--- config.mk ---
export PLATFORM = sky130hd
export DESIGN_NAME = link_width_and_reset_ctrl
export DESIGN_NICKNAME = d
export VERILOG_FILES = /design/src/link_ctrl_pkg.sv /design/src/link_width_and_reset_ctrl.sv
export SDC_FILE = /design/constraint.sdc
export NUM_CORES = 1
export LEC_CHECK = 0
export BUFFER_PORTS_ARGS = -buffer_cell sky130_fd_sc_hd__buf_2
export CAP_MARGIN = 20
export CORE_MARGIN = 2
export CORE_UTILIZATION = 48
export CTS_CLUSTER_DIAMETER = 40
export DETAILED_ROUTE_END_ITERATION = 10
export GPL_ROUTABILITY_DRIVEN = 0
export PLACE_DENSITY = 0.77
export SYNTH_ARGS = -nofsm -noshare
export SYNTH_HDL_FRONTEND = slang
export SYNTH_SLANG_ARGS = --single-unit
--- constraint.sdc ---
create_clock -name ref_clk -period 3 [get_ports ref_clk]
set_input_delay 0 -clock ref_clk [delete_from_list [all_inputs] [get_ports ref_clk]]
set_output_delay 0 -clock ref_clk [all_outputs]
set_load 0.1 [all_outputs]
--- src/link_ctrl_pkg.sv ---
package link_ctrl_pkg;

    localparam int MAX_LANES = 8;
    localparam int REF_CLK_PERIOD_NS = 25;
    localparam int TRAIN_TIME_NS = 2000;
    localparam int TRAIN_CYC = (TRAIN_TIME_NS + REF_CLK_PERIOD_NS - 1) / REF_CLK_PERIOD_NS;
    localparam int RECOV_TIME_NS = 1000;
    localparam int RECOV_CYC = (RECOV_TIME_NS + REF_CLK_PERIOD_NS - 1) / REF_CLK_PERIOD_NS;

    typedef logic [3:0] lane_width_t;
    typedef logic [MAX_LANES-1:0] lane_mask_t;

    localparam lane_width_t WIDTH_NONE = 4'h0;
    localparam lane_width_t WIDTH_X1 = 4'h1;
    localparam lane_width_t WIDTH_X2 = 4'h2;
    localparam lane_width_t WIDTH_X4 = 4'h4;
    localparam lane_width_t WIDTH_X8 = 4'h8;

    typedef enum logic [5:0] {
        ST_HOLD   = 6'h01,
        ST_DETECT = 6'h02,
        ST_TRAIN  = 6'h04,
        ST_UP     = 6'h08,
        ST_RECOV  = 6'h10,
        ST_DOWN   = 6'h20
    } link_state_e;

    typedef struct packed {
        logic sys_rst_n;
        logic core_lock;
        logic hot_reset;
        logic reversed;
        lane_width_t partner_width;
        lane_mask_t lane_ok;
        lane_mask_t xcvr_lock;
    } pins_s;

    typedef struct packed {
        pins_s s1;
        pins_s s2;
        pins_s s3;
        pins_s filt;
        link_state_e state;
        lane_width_t width;
        lane_mask_t lane_en;
        logic reversed;
        logic train_fail;
        logic link_lost;
        logic [7:0] timer;
        logic [7:0] clk_div;
        logic app_clk;
        logic app_rst;
        logic xcvr_rst;
        logic hot_flag;
    } ctrl_s;

    localparam pins_s PINS_RST = '{sys_rst_n: 1'b0, core_lock: 1'b0, hot_reset: 1'b0, reversed: 1'b0,
                                   partner_width: 4'h0, lane_ok: 8'h00, xcvr_lock: 8'h00};
    localparam ctrl_s CTRL_RST = '{s1: PINS_RST, s2: PINS_RST, s3: PINS_RST, filt: PINS_RST,
                                   state: ST_HOLD, width: 4'h0, lane_en: 8'h00, reversed: 1'b0,
                                   train_fail: 1'b0, link_lost: 1'b0, timer: 8'h00, clk_div: 8'h00,
                                   app_clk: 1'b0, app_rst: 1'b1, xcvr_rst: 1'b1, hot_flag: 1'b0};

    function automatic lane_width_t min_width(input lane_width_t a, input lane_width_t b);
        return (a < b) ? a : b;
    endfunction

    // widest power-of-two width, up to cap, whose lanes from 0 up all work
    function automatic lane_width_t widest_width(input lane_mask_t ok, input lane_width_t cap);
        if (cap >= WIDTH_X8 && (&ok[7:0])) begin
            return WIDTH_X8;
        end else if (cap >= WIDTH_X4 && (&ok[3:0])) begin
            return WIDTH_X4;
        end else if (cap >= WIDTH_X2 && (&ok[1:0])) begin
            return WIDTH_X2;
        end else if (cap >= WIDTH_X1 && ok[0]) begin
            return WIDTH_X1;
        end else begin
            return WIDTH_NONE;
        end
    endfunction

    function automatic lane_mask_t width_mask(input lane_width_t w);
        lane_mask_t m;
        m = 8'h00;
        for (int i = 0; i < MAX_LANES; i++) begin
            m[i] = (i < int'(w));
        end
        return m;
    endfunction

endpackage

--- src/link_width_and_reset_ctrl.sv ---
module link_width_and_reset_ctrl #(
    parameter int LANES = 8,
    parameter int APP_CLK_DIV = 2
) (
    input logic ref_clk,
    input logic reset,
    input logic sys_rst_n,
    input logic core_pll_lock,
    input logic [LANES-1:0] xcvr_pll_lock,
    input logic [LANES-1:0] lane_ok,
    input link_ctrl_pkg::lane_width_t partner_width,
    input logic lanes_reversed,
    input logic hot_reset_rx,
    output logic app_clk_out,
    output logic app_rst_out,
    output logic xcvr_rst_out,
    output logic link_up,
    output link_ctrl_pkg::lane_width_t link_width,
    output logic [LANES-1:0] lane_enable,
    output logic lane_reversed_out,
    output logic train_refused,
    output logic link_lost,
    output logic hot_reset_out
);
    import link_ctrl_pkg::*;

    if (!(LANES == 1 || LANES == 2 || LANES == 4 || LANES == 8)) begin : g_bad_lanes
        $error("LANES must be 1, 2, 4 or 8");
    end
    if (APP_CLK_DIV < 1 || APP_CLK_DIV > 255) begin : g_bad_div
        $error("APP_CLK_DIV must be 1 to 255");
    end

    localparam lane_width_t CFG_WIDTH = lane_width_t'(LANES);
    localparam lane_mask_t CFG_MASK = lane_mask_t'((1 << LANES) - 1);
    localparam logic [7:0] DIV_LAST = 8'(APP_CLK_DIV - 1);
    localparam logic [7:0] TRAIN_LOAD = 8'(TRAIN_CYC - 1);
    localparam logic [7:0] RECOV_LOAD = 8'(RECOV_CYC - 1);

    ctrl_s ctrl_reg;
    ctrl_s ctrl_next;
    pins_s pins_raw;
    pins_s f;
    lane_mask_t ok_ext;
    lane_mask_t lock_ext;
    logic rst_cond;
    logic app_edge;

    // unused upper lanes read as dead lanes but locked PLLs
    assign ok_ext = lane_mask_t'(lane_ok);
    assign lock_ext = ~lane_mask_t'(~xcvr_pll_lock);

    assign pins_raw = '{sys_rst_n: sys_rst_n, core_lock: core_pll_lock, hot_reset: hot_reset_rx,
                        reversed: lanes_reversed, partner_width: partner_width,
                        lane_ok: ok_ext, xcvr_lock: lock_ext};

    assign f = ctrl_reg.filt;
    assign rst_cond = ~f.sys_rst_n | ~f.core_lock | ~(&f.xcvr_lock);
    assign app_edge = (ctrl_reg.clk_div == DIV_LAST) && !ctrl_reg.app_clk;

    always_comb begin
        lane_width_t w;
        lane_mask_t fail;
        w = WIDTH_NONE;
        fail = 8'h00;
        ctrl_next = ctrl_reg;

        // three stages; a bit changes only once stages two and three agree
        ctrl_next.s1 = pins_raw;
        ctrl_next.s2 = ctrl_reg.s1;
        ctrl_next.s3 = ctrl_reg.s2;
        ctrl_next.filt = pins_s'((ctrl_reg.s2 & ctrl_reg.s3) | (ctrl_reg.filt & (ctrl_reg.s2 | ctrl_reg.s3)));

        // free-running divider, never touched by the link state
        if (ctrl_reg.clk_div == DIV_LAST) begin
            ctrl_next.clk_div = 8'h00;
            ctrl_next.app_clk = ~ctrl_reg.app_clk;
        end else begin
            ctrl_next.clk_div = ctrl_reg.clk_div + 8'h01;
        end

        if (rst_cond) begin
            ctrl_next.app_rst = 1'b1;
        end else if (app_edge) begin
            ctrl_next.app_rst = 1'b0;
        end

        ctrl_next.xcvr_rst = ~f.sys_rst_n;
        ctrl_next.hot_flag = f.hot_reset;

        if (ctrl_reg.timer != 8'h00) begin
            ctrl_next.timer = ctrl_reg.timer - 8'h01;
        end

        case (ctrl_reg.state)
            ST_HOLD: begin
                ctrl_next.width = WIDTH_NONE;
                ctrl_next.lane_en = 8'h00;
                ctrl_next.reversed = 1'b0;
                if (f.sys_rst_n) begin
                    ctrl_next.state = ST_DETECT;
                end
            end
            ST_DETECT: begin
                if (f.partner_width != WIDTH_NONE && f.lane_ok[0]) begin
                    w = widest_width(f.lane_ok & CFG_MASK, min_width(CFG_WIDTH, f.partner_width));
                    if (f.reversed && w != CFG_WIDTH) begin
                        // partner lane 0 sits on a lane we do not train
                        ctrl_next.train_fail = 1'b1;
                    end else begin
                        ctrl_next.train_fail = 1'b0;
                        ctrl_next.link_lost = 1'b0;
                        ctrl_next.width = w;
                        ctrl_next.lane_en = width_mask(w);
                        ctrl_next.reversed = f.reversed;
                        ctrl_next.timer = TRAIN_LOAD;
                        ctrl_next.state = ST_TRAIN;
                    end
                end
            end
            ST_TRAIN, ST_RECOV: begin
                if (!f.lane_ok[0]) begin
                    ctrl_next.state = ST_DOWN;
                    ctrl_next.link_lost = 1'b1;
                end else if (ctrl_reg.timer == 8'h00) begin
                    ctrl_next.state = ST_UP;
                end
            end
            ST_UP: begin
                fail = ctrl_reg.lane_en & ~f.lane_ok;
                if (fail[0]) begin
                    ctrl_next.state = ST_DOWN;
                    ctrl_next.link_lost = 1'b1;
                end else if (fail != 8'h00) begin
                    if (ctrl_reg.reversed) begin
                        // a narrower reversed link cannot train
                        ctrl_next.state = ST_DOWN;
                        ctrl_next.link_lost = 1'b1;
                    end else begin
                        // capped at the current width, so revived lanes stay idle
                        w = widest_width(f.lane_ok & ctrl_reg.lane_en, ctrl_reg.width);
                        ctrl_next.width = w;
                        ctrl_next.lane_en = width_mask(w);
                        ctrl_next.timer = RECOV_LOAD;
                        ctrl_next.state = ST_RECOV;
                    end
                end
            end
            ST_DOWN: begin
                ctrl_next.width = WIDTH_NONE;
                ctrl_next.lane_en = 8'h00;
                ctrl_next.reversed = 1'b0;
                // only a fresh start from detect can bring back a wider link
                if (f.partner_width == WIDTH_NONE) begin
                    ctrl_next.state = ST_DETECT;
                end
            end
            default: begin
                ctrl_next.state = ST_HOLD;
            end
        endcase

        if (!f.sys_rst_n) begin
            ctrl_next.state = ST_HOLD;
            ctrl_next.width = WIDTH_NONE;
            ctrl_next.lane_en = 8'h00;
            ctrl_next.reversed = 1'b0;
            ctrl_next.train_fail = 1'b0;
            ctrl_next.link_lost = 1'b0;
            ctrl_next.timer = 8'h00;
        end
    end

    always_ff @(posedge ref_clk) begin
        if (reset) begin
            ctrl_reg <= CTRL_RST;
        end else begin
            ctrl_reg <= ctrl_next;
        end
    end

    assign app_clk_out = ctrl_reg.app_clk;
    // raw pin ORed in so a fundamental reset asserts without waiting for the clock
    assign app_rst_out = ctrl_reg.app_rst | ~sys_rst_n;
    assign xcvr_rst_out = ctrl_reg.xcvr_rst | ~sys_rst_n;
    assign link_up = (ctrl_reg.state == ST_UP);
    assign link_width = ctrl_reg.width;
    assign lane_enable = ctrl_reg.lane_en[LANES-1:0];
    assign lane_reversed_out = ctrl_reg.reversed;
    assign train_refused = ctrl_reg.train_fail;
    assign link_lost = ctrl_reg.link_lost;
    assign hot_reset_out = ctrl_reg.hot_flag;
endmodule

==> results.cfg <==
[final_layout]
final_layout_size_suffix_gt1_share_pct = 14.5
syn_to_final_growth_pct = 23.0
fin_util_pct = 60.8
final_nets = 596
largest_reg_flops = 71
instances_no_fill = 712
final_common_cell = dfxtp_1
antenna_cells = 0
final_cell_area_um2 = 5940
final_cell_mix = dfxtp_1, nor2b_1, nand2_1, buf_2, a21oi_1

[run]
maxCapViolCount = 0

[critical_path]
cp.required_ps = 3410
critPathCaptureType = flop
worstSetupPathType = flop to flop
path_cells = nor2b_1, nor4_1, nand3_1, and3_1, a211oi_1
r2r-start = ctrl_reg[49]$_SDFF_PP0_
worstPathArrival_ps = 2780
r2r_end = lane_enable[1]$_SDFFE_PP0P_
endpoint = lane_enable[1]$_SDFFE_PP0P_
rrSetupSlack_ps = 640
cp_slowest_stage_delay_ps = 550
cp-start-kind = flop
startpoint = ctrl_reg[49]$_SDFF_PP0_
slowest_stage = dfxtp_1
r2r_cells = 5
cp_max_fo = 13

[sta]
tns_ps = 0
fin_worst_skew_ps = 11.0
max_freq_mhz = 423
finalCritPeriodShare_pct = 78.8
setup_violations = 0
worst_slack_ps = 635
report.final.hold_viol_count = 0
slew_headroom_pct = 38.3
rsz0062_at_grt = no
fin_crit_ps = 2360
slew_viol_final = 0
worst_slew_pin_slew_ps = 925

[global_routing]
met1_usage_pct = 19.9
grt_pass1_vias = 3486
track_usage_pct = 17.4
grt.busiest_layer = met2
globalRoute.totalOverflow = 0
antenna_found_initial = 0
gr-usage-met2_pct = 29.6
met3_usage_pct = 5.70
grt_max_degree = 102
grt_pass1_wl_um = 15400

[synth]
synthMuxAreaShare_pct = 1.04
syn_area_per_cell_um2 = 9.59
synth_area_leaders = dfxtp_1, nor2b_1, a21oi_1
synth_compound_area_share_pct = 12.7
ys_seq_area_share_pct = 55.1
synth_top_area_cell = dfxtp_1
async_reset_ff_share_pct = 0
synth_fa_ha_area_share_pct = 1.04
synth_enable_flop_cells = 0
yosys_warnings = 0
synth_nets = 534
synth_cell_types = 51
synth_top_family_by_area = simple AND/OR/NAND/NOR gates
synth-xor-area-share_pct = 2.72
ys_seq_elements = 133
synthSimpleGateAreaFrac_pct = 23.6
syn_inst = 504
synth_area_um2 = 4830
ys.flop_type = dfxtp_1
synth_top_cell_area_share_pct = 55.1

[placed_design]
dp_hpwl_um = 5820
dp.cells = 655
io_buffer_count = 45
placed_cell_area_um2 = 5080
place_ws_ps = 693

[floorplan]
rows = 36
die_h_um = 104
dieArea_um2 = 10900
ioPinCount = 46
die_w_um = 104
core_area_um2 = 9770
start_util_pct = 49.4

[clocking]
cts_resized = 0
cts_root_buf = clkbuf_8
cts_buffers = 17
cts_max_path_buffers = 2
cts-htree-levels = 4
cts_hold_buf = 25
clkSinkCount = 133
cts_post_setup_buffers_inserted = 0
clkTransAtPathRegs_ps = 60
clk-insertion-delay-late_ps = 520
cts_tree = built

[drt]
drt_wl_total_um = 9050
vias = 3661
drtIter0Drc = 190
drt-wirelength-per-cell_um = 12.7
vias_per_cell = 5.14
firstDrtPassIters = 5
drc = 0
ant_nets = 0

[power_and_ir_drop]
leakagePower_nw = 2.34
power_density_nw_per_um2 = 685
peakVddDrop_v = 0.000398

[outcome]
status = complete, no violations

[min_path]
hp-class = primary input to flop
## cells in the mapped netlist (all sizes together) (2+ instances only)
cell / instances
ha: 4
o32ai: 2
nor2b: 80
inv: 7
o21ai: 33
xnor2: 6
or3: 5
nand2: 45
and2: 2
nor4: 7
a211oi: 11
o21a: 2
a31oi: 4
nand2b: 3
or4: 2
nand4: 4
a21oi: 35
and3: 4
nor3: 6
buf: 13
nand3: 16
nor2: 26
mux2i: 5
xor2: 9
and4: 2
dfxtp: 133
clkbuf: 16
o31ai: 5
## final cells by class
type,count,area (um^2)
Sequential cell,133,2660
Inverter,8,30.0
Clock inverter,13,168
Clock buffer,19,442
Timing Repair Buffer,72,490
Multi-Input combinational cell,334,1980
Fill cell,795,3830
Tap cell,133,166
## kinds of logic (layout without fill, tap and decap cells)
| logic type | after synthesis | count (layout) |
|---|---|---|
| buf+inv | 37 | 112 |
| xor+xnor | 15 | 15 |
| mux | 5 | 5 |
| simple gates | 208 | 208 |
| compound gates | 102 | 102 |
| fa+ha+maj | 4 | 4 |
| flops | 133 | 133 |
## how the worst min path moves through the flow
stage / from / to / slack [ps] / cells after the start
2_1_floorplan: lane_ok[3] / ctrl_next[100]$_SDFF_PP0_ / 130 / 1
3_3_place_gp: hot_reset_rx / ctrl_next[110]$_SDFF_PP0_ / 210 / 2
3_5_place_dp: lane_ok[5] / ctrl_next[102]$_SDFF_PP0_ / 210 / 2
6_report: lane_ok[3] / ctrl_next[100]$_SDFF_PP0_ / 220 / 3
4_1_cts: partner_width[1] / ctrl_next[106]$_SDFF_PP0_ / 200 / 3
5_1_grt: lane_ok[3] / ctrl_next[100]$_SDFF_PP0_ / 220 / 3
## critical path: cells and delay by family, from the launching register on
| kind | cells | cell delay [ps] |
|---|---|---|
| simple gates | 4 | 1450 |
| flops | 1 | 550 |
| compound gates | 1 | 250 |
## routing by layer
layer	share of wire (%)	up-vias
met2	49	115
li1	-	1848
met3	6.0	20
met1	43	1678
met5	0	-
met4	1.9	0
## per-stage QoR
stage	total power, mW	hold slack, ps
4_1_cts	4.11	204
6_report	4.07	224
5_1_grt	4.21	221
3_5_place_dp	1.99	213
2_1_floorplan	1.96	128
3_3_place_gp	1.99	206
## report_power, final
group	leakage [nW]	total (mW)	internal (mW)	switching [mW]
Clock	0.296	2.09	1.32	0.772
Combinational	0.956	0.140	0.0674	0.0726
Sequential	1.08	1.84	1.82	0.0246
Power figures use the tool's default switching activity.
